**src/core/vitc_pkg.sv**
```systemverilog
package vitc_pkg;
	localparam int SRC_NUM = 64;
	localparam int SLOT_NUM = 16;
	localparam int SRC_IDX_W = 6;
	localparam int SLOT_IDX_W = 4;
	localparam int ADDR_W = 12;
	localparam int DATA_W = 32;
	localparam int EVT_NUM = 3;

	// register byte offsets
	localparam logic [11:0] OFS_IRQ_STAT_LO = 12'h000;
	localparam logic [11:0] OFS_IRQ_STAT_HI = 12'h004;
	localparam logic [11:0] OFS_FAST_STAT_LO = 12'h008;
	localparam logic [11:0] OFS_FAST_STAT_HI = 12'h00C;
	localparam logic [11:0] OFS_RAW_LO = 12'h010;
	localparam logic [11:0] OFS_RAW_HI = 12'h014;
	localparam logic [11:0] OFS_SELECT_LO = 12'h018;
	localparam logic [11:0] OFS_SELECT_HI = 12'h01C;
	localparam logic [11:0] OFS_ENABLE_LO = 12'h020;
	localparam logic [11:0] OFS_ENABLE_HI = 12'h024;
	localparam logic [11:0] OFS_SOFT_LO = 12'h028;
	localparam logic [11:0] OFS_SOFT_HI = 12'h02C;
	localparam logic [11:0] OFS_PROTECT = 12'h030;
	localparam logic [11:0] OFS_CUR_VECT = 12'h034;
	localparam logic [11:0] OFS_DEF_VECT = 12'h038;
	localparam logic [11:0] OFS_EVT_STAT = 12'h03C;
	localparam logic [11:0] OFS_EVT_MASK = 12'h040;
	// slot n: vector address at 0x100 + 4n, slot control at 0x200 + 4n
	localparam logic [3:0] PAGE_VECT_ADDR = 4'h1;
	localparam logic [3:0] PAGE_VECT_CTRL = 4'h2;

	// slot control fields
	localparam int VCTRL_EN_BIT = 6;
	localparam int VCTRL_W = 7;

	// event status bit positions
	localparam int EVT_IRQ_RISE = 0;
	localparam int EVT_FAST_RISE = 1;
	localparam int EVT_PROT_VIOL = 2;

	// reset values
	localparam logic [31:0] RST_WORD = 32'h0000_0000;
	localparam logic [63:0] RST_LINES = 64'h0000_0000_0000_0000;
	localparam logic [6:0] RST_VCTRL = 7'h00;
	localparam logic [2:0] RST_EVT = 3'h0;
	localparam logic [2:0] RST_SYNC = 3'h0;
endpackage : vitc_pkg

```
**src/core/vitc_top.sv**
```systemverilog
// Chosen here: the register offsets and the APB register port.
module vitc_top (
	input wire logic i_clk, // system clock, 40 MHz
	input wire logic i_sys_rst, // async reset, active high
	input wire logic [vitc_pkg::SRC_NUM-1:0] i_int_src, // peripheral request levels
	input wire logic i_psel, // apb select
	input wire logic i_penable, // apb enable
	input wire logic i_pwrite, // apb direction, 1 = write
	input wire logic [vitc_pkg::ADDR_W-1:0] i_paddr, // apb byte address
	input wire logic [vitc_pkg::DATA_W-1:0] i_pwdata, // apb write data
	input wire logic [2:0] i_pprot, // apb protection, bit 0 = privileged
	output logic [vitc_pkg::DATA_W-1:0] o_prdata, // apb read data
	output logic o_pready, // apb ready
	output logic o_pslverr, // apb error
	output logic o_irq, // normal interrupt request to core
	output logic o_fast_interrupt_request, // fast interrupt request to core
	output logic o_evt_int // controller event interrupt
);
	import vitc_pkg::*;

	logic [SRC_NUM-1:0] src_sync;
	logic [SRC_NUM-1:0] enable_reg;
	logic [SRC_NUM-1:0] select_reg;
	logic [SRC_NUM-1:0] soft_reg;
	logic [SRC_NUM-1:0] raw_lines;
	logic [SRC_NUM-1:0] irq_lines;
	logic [SRC_NUM-1:0] fast_lines;
	logic protect_reg;
	logic [31:0] def_vect_reg;
	logic [31:0] cur_vect_reg;
	logic [31:0] cur_vect_next;
	logic [31:0] vect_addr_reg [SLOT_NUM];
	logic [VCTRL_W-1:0] vect_ctrl_reg [SLOT_NUM];
	logic [EVT_NUM-1:0] evt_stat_reg;
	logic [EVT_NUM-1:0] evt_mask_reg;
	logic [EVT_NUM-1:0] evt_set;
	logic setup;
	logic access;
	logic wr;
	logic viol;
	logic addr_hit;
	logic [31:0] rd_word;
	logic [SLOT_IDX_W-1:0] slot_idx;

	// peripherals may run on their own clocks, so every line is filtered
	vitc_sync #(
		.W(SRC_NUM)
	) u_sync (
		.i_clk(i_clk),
		.i_sys_rst(i_sys_rst),
		.i_async(i_int_src),
		.o_sync(src_sync)
	);

	assign raw_lines = src_sync | soft_reg;
	assign irq_lines = raw_lines & enable_reg & ~select_reg;
	assign fast_lines = raw_lines & enable_reg & select_reg;

	// lowest slot is visited last, so it overrides higher ones
	always_comb begin
		cur_vect_next = def_vect_reg;
		for (int i = SLOT_NUM - 1; i >= 0; i--) begin
			if (vect_ctrl_reg[i][VCTRL_EN_BIT] &&
				irq_lines[vect_ctrl_reg[i][SRC_IDX_W-1:0]]) begin
				cur_vect_next = vect_addr_reg[i];
			end
		end
	end

	always_ff @(posedge i_clk or posedge i_sys_rst) begin
		if (i_sys_rst) begin
			o_irq <= 1'b0;
			o_fast_interrupt_request <= 1'b0;
			cur_vect_reg <= RST_WORD;
		end else begin
			o_irq <= |irq_lines;
			o_fast_interrupt_request <= |fast_lines;
			cur_vect_reg <= cur_vect_next;
		end
	end

	// apb: setup captures the answer, the next cycle is the single access cycle
	assign setup = i_psel & ~i_penable;
	assign access = i_psel & i_penable & o_pready;
	assign viol = protect_reg & ~i_pprot[0];
	assign wr = access & i_pwrite & ~o_pslverr;
	assign slot_idx = i_paddr[5:2];

	always_comb begin
		addr_hit = 1'b1;
		rd_word = RST_WORD;
		if (i_paddr == OFS_IRQ_STAT_LO) begin
			rd_word = irq_lines[31:0];
		end else if (i_paddr == OFS_IRQ_STAT_HI) begin
			rd_word = irq_lines[63:32];
		end else if (i_paddr == OFS_FAST_STAT_LO) begin
			rd_word = fast_lines[31:0];
		end else if (i_paddr == OFS_FAST_STAT_HI) begin
			rd_word = fast_lines[63:32];
		end else if (i_paddr == OFS_RAW_LO) begin
			rd_word = raw_lines[31:0];
		end else if (i_paddr == OFS_RAW_HI) begin
			rd_word = raw_lines[63:32];
		end else if (i_paddr == OFS_SELECT_LO) begin
			rd_word = select_reg[31:0];
		end else if (i_paddr == OFS_SELECT_HI) begin
			rd_word = select_reg[63:32];
		end else if (i_paddr == OFS_ENABLE_LO) begin
			rd_word = enable_reg[31:0];
		end else if (i_paddr == OFS_ENABLE_HI) begin
			rd_word = enable_reg[63:32];
		end else if (i_paddr == OFS_SOFT_LO) begin
			rd_word = soft_reg[31:0];
		end else if (i_paddr == OFS_SOFT_HI) begin
			rd_word = soft_reg[63:32];
		end else if (i_paddr == OFS_PROTECT) begin
			rd_word = {31'h0000_0000, protect_reg};
		end else if (i_paddr == OFS_CUR_VECT) begin
			rd_word = cur_vect_reg;
		end else if (i_paddr == OFS_DEF_VECT) begin
			rd_word = def_vect_reg;
		end else if (i_paddr == OFS_EVT_STAT) begin
			rd_word = {29'h0000_0000, evt_stat_reg};
		end else if (i_paddr == OFS_EVT_MASK) begin
			rd_word = {29'h0000_0000, evt_mask_reg};
		end else if (i_paddr[11:8] == PAGE_VECT_ADDR && i_paddr[7:6] == 2'h0 &&
			i_paddr[1:0] == 2'h0) begin
			rd_word = vect_addr_reg[slot_idx];
		end else if (i_paddr[11:8] == PAGE_VECT_CTRL && i_paddr[7:6] == 2'h0 &&
			i_paddr[1:0] == 2'h0) begin
			rd_word = {25'h000_0000, vect_ctrl_reg[slot_idx]};
		end else begin
			addr_hit = 1'b0;
		end
	end

	always_ff @(posedge i_clk or posedge i_sys_rst) begin
		if (i_sys_rst) begin
			o_pready <= 1'b0;
			o_pslverr <= 1'b0;
			o_prdata <= RST_WORD;
		end else begin
			o_pready <= setup;
			o_pslverr <= setup & (~addr_hit | viol);
			if (setup) begin
				// user access to a protected controller reads as zero
				o_prdata <= (viol || i_pwrite) ? RST_WORD : rd_word;
			end
		end
	end

	// line configuration; a write of the status or raw words has no effect
	always_ff @(posedge i_clk or posedge i_sys_rst) begin
		if (i_sys_rst) begin
			enable_reg <= RST_LINES;
		end else if (wr && i_paddr == OFS_ENABLE_LO) begin
			enable_reg[31:0] <= i_pwdata;
		end else if (wr && i_paddr == OFS_ENABLE_HI) begin
			enable_reg[63:32] <= i_pwdata;
		end
	end

	always_ff @(posedge i_clk or posedge i_sys_rst) begin
		if (i_sys_rst) begin
			select_reg <= RST_LINES;
		end else if (wr && i_paddr == OFS_SELECT_LO) begin
			select_reg[31:0] <= i_pwdata;
		end else if (wr && i_paddr == OFS_SELECT_HI) begin
			select_reg[63:32] <= i_pwdata;
		end
	end

	always_ff @(posedge i_clk or posedge i_sys_rst) begin
		if (i_sys_rst) begin
			soft_reg <= RST_LINES;
		end else if (wr && i_paddr == OFS_SOFT_LO) begin
			soft_reg[31:0] <= i_pwdata;
		end else if (wr && i_paddr == OFS_SOFT_HI) begin
			soft_reg[63:32] <= i_pwdata;
		end
	end

	always_ff @(posedge i_clk or posedge i_sys_rst) begin
		if (i_sys_rst) begin
			protect_reg <= 1'b0;
		end else if (wr && i_paddr == OFS_PROTECT) begin
			protect_reg <= i_pwdata[0];
		end
	end

	always_ff @(posedge i_clk or posedge i_sys_rst) begin
		if (i_sys_rst) begin
			def_vect_reg <= RST_WORD;
		end else if (wr && i_paddr == OFS_DEF_VECT) begin
			def_vect_reg <= i_pwdata;
		end
	end

	always_ff @(posedge i_clk or posedge i_sys_rst) begin
		if (i_sys_rst) begin
			for (int i = 0; i < SLOT_NUM; i++) begin
				vect_addr_reg[i] <= RST_WORD;
				vect_ctrl_reg[i] <= RST_VCTRL;
			end
		end else if (wr && i_paddr[7:6] == 2'h0 && i_paddr[1:0] == 2'h0) begin
			if (i_paddr[11:8] == PAGE_VECT_ADDR) begin
				vect_addr_reg[slot_idx] <= i_pwdata;
			end else if (i_paddr[11:8] == PAGE_VECT_CTRL) begin
				vect_ctrl_reg[slot_idx] <= i_pwdata[VCTRL_W-1:0];
			end
		end
	end

	// controller events: sticky, write one to clear, a new event beats the clear
	always_comb begin
		evt_set = RST_EVT;
		evt_set[EVT_IRQ_RISE] = (|irq_lines) & ~o_irq;
		evt_set[EVT_FAST_RISE] = (|fast_lines) & ~o_fast_interrupt_request;
		evt_set[EVT_PROT_VIOL] = setup & viol;
	end

	always_ff @(posedge i_clk or posedge i_sys_rst) begin
		if (i_sys_rst) begin
			evt_stat_reg <= RST_EVT;
		end else if (wr && i_paddr == OFS_EVT_STAT) begin
			evt_stat_reg <= (evt_stat_reg & ~i_pwdata[EVT_NUM-1:0]) | evt_set;
		end else begin
			evt_stat_reg <= evt_stat_reg | evt_set;
		end
	end

	always_ff @(posedge i_clk or posedge i_sys_rst) begin
		if (i_sys_rst) begin
			evt_mask_reg <= RST_EVT;
		end else if (wr && i_paddr == OFS_EVT_MASK) begin
			evt_mask_reg <= i_pwdata[EVT_NUM-1:0];
		end
	end

	always_ff @(posedge i_clk or posedge i_sys_rst) begin
		if (i_sys_rst) begin
			o_evt_int <= 1'b0;
		end else begin
			o_evt_int <= |(evt_stat_reg & evt_mask_reg);
		end
	end
endmodule // vitc_top

```
**src/core/vitc_sync.sv**
```systemverilog
// three-stage synchroniser: a new level is taken once stages two and three agree
module vitc_sync #(
	parameter int W = 64
) (
	input wire logic i_clk, // system clock
	input wire logic i_sys_rst, // async reset, active high
	input wire logic [W-1:0] i_async, // levels from other domains
	output logic [W-1:0] o_sync // filtered level
);
	logic [W-1:0] s1_reg;
	logic [W-1:0] s2_reg;
	logic [W-1:0] s3_reg;

	always_ff @(posedge i_clk or posedge i_sys_rst) begin
		if (i_sys_rst) begin
			s1_reg <= '0;
			s2_reg <= '0;
			s3_reg <= '0;
			o_sync <= '0;
		end else begin
			s1_reg <= i_async;
			s2_reg <= s1_reg;
			s3_reg <= s2_reg;
			for (int i = 0; i < W; i++) begin
				if (s2_reg[i] == s3_reg[i]) begin
					o_sync[i] <= s3_reg[i];
				end
			end
		end
	end
endmodule // vitc_sync

```
**config.mk**
```make
export PLATFORM = sky130hd
export DESIGN_NAME = vitc_top
export DESIGN_NICKNAME = d
export VERILOG_FILES = /design/src/core/vitc_pkg.sv /design/src/core/vitc_top.sv /design/src/core/vitc_sync.sv
export SDC_FILE = /design/constraint.sdc
export NUM_CORES = 2
export LEC_CHECK = 0
export BUFFER_PORTS_ARGS = -buffer_cell sky130_fd_sc_hd__buf_2
export CAP_MARGIN = 20
export CORE_UTILIZATION = 50
export DETAILED_ROUTE_END_ITERATION = 6
export MAX_ROUTING_LAYER = met4
export PLACE_DENSITY = 0.66
export SETUP_SLACK_MARGIN = 0.1
export SKIP_LAST_GASP = 1
export SYNTH_ARGS = -nofsm -noshare
export SYNTH_HDL_FRONTEND = slang
export SYNTH_SLANG_ARGS = --single-unit
```
**constraint.sdc**
```tcl
create_clock -name i_clk -period 100.3 [get_ports i_clk]
set_clock_uncertainty 0.15 [all_clocks]
set_input_delay 20.06 -clock i_clk [delete_from_list [all_inputs] [get_ports i_clk]]
set_output_delay 20.06 -clock i_clk [all_outputs]
set_load 0.1 [all_outputs]
```
### After elaboration in Yosys (flattened, before gate mapping)

Index checks and enable logic that the tools add are counted.

* $lt $le $gt $ge: 18
* eq/ne operators: 82
* muxes and demuxes: 100
* bitwise gates (word level): 32
* reduce and logical (&&, ||, !) cells: 45

Operator list (number)
* $mux W32: 38
* $bwmux W512: 1
* $and A64 B64 Y64: 3
* $bmux W32 S4: 1
* $demux W32 S4: 1
* $reduce_or A64 Y1: 2
* $bwmux W112: 1
* $lt A6 B7 Y1 const B: 16
* $bmux W1 S6: 16
* $eq A12 B6 Y1 const B: 8
* $eq A1 B1 Y1: 64
* $not A64 Y64: 1
* $or A64 B64 Y64: 1
* $eq A12 B5 Y1 const B: 4
* $mux W1: 35
* $logic_and A1 B1 Y1: 33
* $bmux W7 S4: 1
* $demux W7 S4: 1
* $mux W7: 4
* $eq A12 B4 Y1 const B: 2
* $eq A12 B3 Y1 const B: 1
* $eq A12 B7 Y1 const B: 1
* $logic_not A12 Y1: 1
* $and A1 B1 Y1: 10
* other kinds (16): 31

* flip-flop bits (word level): 1180
* input bits: 116
* output and inout port bits: 37

### Logic depth before layout (Yosys ltp)

* depth in word-level cells: 25
* gate-level depth with buffers: 15
* mapped depth without buffers: 10

### Modules after synthesis

A second synthesis with hierarchy kept.

* cell total of the unflattened synthesis: 5561
* area, all modules: 65280.1 µm²

Modules (own cells, without submodules)
* vitc_top: instances 1, cells each 5240, area an instance 58149.5 µm², sequential area each 23122.2 µm²
* vitc_sync: instances 1, cells each 321, area an instance 7130.6 µm², sequential area each 6406.1 µm²

### Worst setup path before layout

Ideal clock, no wire load.

* path type: input -> register
* start: in i_paddr[2] (netlist name)
* end: reg o_prdata[12] (netlist name)
* data arrival time: 22.869 ns
* data required time: 100.021 ns
* slack: 77.152 ns
* stages: 10
* path buffers: 4
* cells stage by stage: buf_2 -> buf_2 -> buf_1 -> buf_2 -> mux4_2 -> mux4_2 -> nand2_1 -> o21ai_0 -> nor3_1 -> o21ai_0

* cells in the longest elaborated chain, start to end: 23
* elaborated cells between the ends (all ways): 40
* classes of those cells: eq/ne (16); mux (22); bitwise (1); reduce/logical (1)

RTL lines
* from (decl): line vitc_top.sv:9 `input wire logic [vitc_pkg::ADDR_W-1:0] i_paddr,`
* $not A4 Y5 (implied by the code): line vitc_top.sv:128 `rd_word = vect_addr_reg[slot_idx];`
* $bmux W32 S4: line vitc_top.sv:128
* $mux W32 (implied by the code) (2 in a row): line vitc_top.sv:128
* $mux W32: line vitc_top.sv:126 `end else if (i_paddr[11:8] == PAGE_VECT_ADDR && i_paddr[7:6] == 2'h0 &&`
* $mux W32: line vitc_top.sv:124 `end else if (i_paddr == OFS_EVT_MASK) begin`
* $mux W32: line vitc_top.sv:122 `end else if (i_paddr == OFS_EVT_STAT) begin`
* $mux W32: line vitc_top.sv:120 `end else if (i_paddr == OFS_DEF_VECT) begin`
* $mux W32: line vitc_top.sv:118 `end else if (i_paddr == OFS_CUR_VECT) begin`
* [6 not listed]
* $mux W32: line vitc_top.sv:104 `end else if (i_paddr == OFS_SELECT_LO) begin`
* $mux W32: line vitc_top.sv:102 `end else if (i_paddr == OFS_RAW_HI) begin`
* $mux W32: line vitc_top.sv:100 `end else if (i_paddr == OFS_RAW_LO) begin`
* $mux W32: line vitc_top.sv:98 `end else if (i_paddr == OFS_FAST_STAT_HI) begin`
* $mux W32: line vitc_top.sv:96 `end else if (i_paddr == OFS_FAST_STAT_LO) begin`
* $mux W32: line vitc_top.sv:94 `end else if (i_paddr == OFS_IRQ_STAT_HI) begin`
* $mux W32 (*): line vitc_top.sv:92 `if (i_paddr == OFS_IRQ_STAT_LO) begin`
* $mux W32 (*): line vitc_top.sv:147 `o_prdata <= (viol || i_pwrite) ? RST_WORD : rd_word;`
* to (signal assigned): line vitc_top.sv:147
* to (decl): line vitc_top.sv:12 `output logic [vitc_pkg::DATA_W-1:0] o_prdata,`

Every way passes the cells marked *; elsewhere a longest branch is shown, timed or not. The select of a mux whose other input is x is not followed.
A chain may end at the register's enable or synchronous reset.

### Worst setup path in the final report

* start: in i_paddr[2] (netlist name)
* end: reg o_prdata[25] (netlist name)

Same word-level chain as after synthesis.

==> impl_metrics.env <==
export IMPL_outcome="complete, but fails checks"
export IMPL_violations="design-rule violations"
export IMPL_drcViolationCount=121
export IMPL_synth_top_area_share=0.4483
export IMPL_async_reset_ff_frac=1.000
export IMPL_cts_setup_buffers=0
export IMPL_p_sw_mw=0.2539
export IMPL_seq_power_share=0.471
export IMPL_drtIter0Drc=9916
export IMPL_io_buffers=150
export IMPL_cts_clk_slew_worst_paths_ns=0.06
export IMPL_ys_top_cells_by_count="dfrtp_1, mux2_2, clkbuf_1"
export IMPL_ys_warn_count=0
export IMPL_power_leakage_nw=32.06
export IMPL_power_density_mw_per_mm2=14.12
export IMPL_hp_class="reg -> reg"
export IMPL_cts_buffers=131
export IMPL_clk_path_buf_depth=3
export IMPL_yosysSeqAreaShare=0.4483
export IMPL_root_buffer="clkbuf_16"
export IMPL_maxSlewHeadroom=0.06068
export IMPL_finalCritPeriodShare=0.2409
export IMPL_clkLatencyLatePin_ns=0.80
export IMPL_start_util=0.5061
export IMPL_critical_path_arrival_ns=24.63
export IMPL_drive_gt1_frac=0.3503
export IMPL_dieArea_mm2=0.1332
export IMPL_crit_path_start="i_paddr[2]"
export IMPL_synthTopCellsByArea="dfrtp_1, mux2_2, mux4_2, nor3_1, clkbuf_1"
export IMPL_synth_most_common_cell="dfrtp_1"
export IMPL_finalSetupTns_ns=0
export IMPL_syn_nets=5682
export IMPL_min_period_ns=24.16
export IMPL_setup_viol=0
export IMPL_ioPinCount=153
export IMPL_worstSetupEndpoint="o_prdata[25]$_DFFE_PP0P_"
export IMPL_cts_tree="yes"
export IMPL_dp_cells=7164
export IMPL_antenna_found_initial=33
export IMPL_power_mw=1.039
export IMPL_track_usage=0.4863
export IMPL_setup_ws_ns=76.14
export IMPL_grt_first_pass_wirelength_um=432100
export IMPL_syn_to_final_growth_pct=11.78
export IMPL_intPower_mw=0.7855
export IMPL_hpwl_um=200800
export IMPL_avgSynthCellArea_um2=11.83
export IMPL_pwr_share_clk=0.484
export IMPL_tightest_slew_ns=1.402
export IMPL_synth_area_mm2=0.06587
export IMPL_worstReg2RegEnd="cur_vect_reg[27]$_DFF_PP0_"
export IMPL_slew_viol_final=0
export IMPL_detail_route_first_pass_iterations=7
export IMPL_hold_buffers=0
export IMPL_fin_util=0.5658
export IMPL_vias=56780
export IMPL_crit_path_end_kind="flop"
export IMPL_holdWs_ns=0.1931
export IMPL_synth_cells=5566
export IMPL_fin_cells=7440
export IMPL_reg2regPathDepth=13
export IMPL_synth_edf_count=0
export IMPL_min_from="u_sync.s1_reg[6]$_DFF_PP0_"
export IMPL_die_y_um=365.0
export IMPL_htreeDepth=4
export IMPL_swShare=0.2443
export IMPL_first_global_vias=53640
export IMPL_startpoint_type="input pin"
export IMPL_final_cell_area_mm2=0.07363
export IMPL_worst_ir_drop_vdd_v=0.00001595
export IMPL_ys_seq_elements=1180
export IMPL_postRouteWirelength_um=314600
export IMPL_overflow=0
export IMPL_crit_required_ns=100.76
export IMPL_synthFlopType="dfrtp_1"
export IMPL_r2r_setup_slack_ns=93.74
export IMPL_avgRoutedWirePerCell_um=42.29
export IMPL_core_area_mm2=0.1301
export IMPL_fillerInstances=10950
export IMPL_worstReg2RegStart="select_reg[7]$_DFFE_PP0P_"
export IMPL_cts_sinks=1180
export IMPL_gp_congestion=1.136
export IMPL_placed_area_mm2=0.06895
export IMPL_synth_top_cell_by_area="dfrtp_1"
export IMPL_synth_cell_types=101
export IMPL_dieWidth_um=365.0
export IMPL_largest_register_ffs=512
export IMPL_cts_resized=0
export IMPL_combPwrFrac=0.045
export IMPL_worstSetupPathType="in -> reg"
export IMPL_rsz0062_at_grt="false"
export IMPL_ant_nets=0
export IMPL_fmax_ghz=0.04139
export IMPL_grt_max_degree=128
export IMPL_hold_viol=0
export IMPL_drv_cap=0
export IMPL_nNetsFinal=5683
export IMPL_cp_max_fo=68
export IMPL_via_per_inst=7.632
export IMPL_post_place_ws_ns=75.49
export IMPL_std_cell_rows=132
## worst min-delay path by stage
stage | to | depth (start not counted)
3_3_place_gp | u_sync.s2_reg[21]$_DFF_PP0_ | 0
5_1_grt | u_sync.s2_reg[54]$_DFF_PP0_ | 0
2_1_floorplan | u_sync.s2_reg[0]$_DFF_PP0_ | 0
3_5_place_dp | u_sync.s2_reg[5]$_DFF_PP0_ | 0
4_1_cts | u_sync.s2_reg[5]$_DFF_PP0_ | 0
6_report | u_sync.s2_reg[6]$_DFF_PP0_ | 0
## power groups by stage
stage	Sequential [mW]	Clock, mW	Combinational, mW
6_report	0.489	0.503	0.0472
3_5_place_dp	0.498	0	0.0450
4_1_cts	0.489	0.507	0.0451
3_3_place_gp	0.498	0	0.0446
5_1_grt	0.490	0.525	0.0487
2_1_floorplan	0.496	0	0.0231
## kinds of logic (layout without fill, tap and decap cells)
| family | count (synthesis) | after routing | synth area share |
|---|---|---|---|
| simple gates | 1314 | 1314 | 0.1032 |
| other cells | 0 | 37 | 0 |
| fa+ha+maj | 64 | 64 | 0.009725 |
| flops | 1180 | 1180 | 0.4483 |
| buf+inv | 637 | 732 | 0.03803 |
| compound gates | 1132 | 1132 | 0.1314 |
| mux | 1239 | 1239 | 0.2693 |
## metal layers
metal,up-vias,GRT usage,part of all wire
li1,21600,-,-
met1,28850,0.5972,0.36
met2,4924,0.6338,0.40
met3,1409,0.2136,0.15
met4,0,0.3402,0.090
met5,-,-,0
## worst max-delay path, cell delays in order
cell and delay, ns:
buf_8 0.55, nand2b_1 0.68, nor3_2 0.10, buf_4 0.38, a222oi_1 1.18, nand4_1 0.17, o21ai_0 0.12, o21ai_0 0.10
o21ai_0 0.97, nand2_1 0.12
## area by class of cell
| class | count | area, um^2 | area share |
|---|---|---|---|
| antenna | 37 | 92.59 | 0.001257 |
| clock buffer | 191 | 3826 | 0.05196 |
| clock inverter | 36 | 594.3 | 0.008072 |
| inverter | 84 | 322.8 | 0.004384 |
| multi-input combinational | 3749 | 34160 | 0.4639 |
| sequential | 1180 | 29530 | 0.4010 |
| tap | 1742 | 2180 | 0.02960 |
| timing repair buffer | 421 | 2927 | 0.03975 |
## cells in the final DEF (no fill, tap or decap), types with 46 or more instances in the layout
| cell type | n |
|---|---|
| a22oi_1 | 54 |
| maj3_1 | 64 |
| inv_1 | 80 |
| buf_2 | 147 |
| a211oi_1 | 101 |
| a2111oi_0 | 90 |
| nand2_1 | 288 |
| nor3_1 | 284 |
| a21oi_1 | 93 |
| o21ai_0 | 166 |
| clkbuf_16 | 133 |
| nor4_1 | 54 |
| dfrtp_1 | 1180 |
| mux2_2 | 866 |
| mux4_2 | 340 |
| buf_4 | 258 |
| and3_1 | 46 |
| o22ai_1 | 53 |
| nor2_1 | 176 |
| o221ai_1 | 72 |
| nand2b_1 | 99 |
| a31oi_1 | 50 |
| a222oi_1 | 47 |
(Power assumes the default switching activity.)
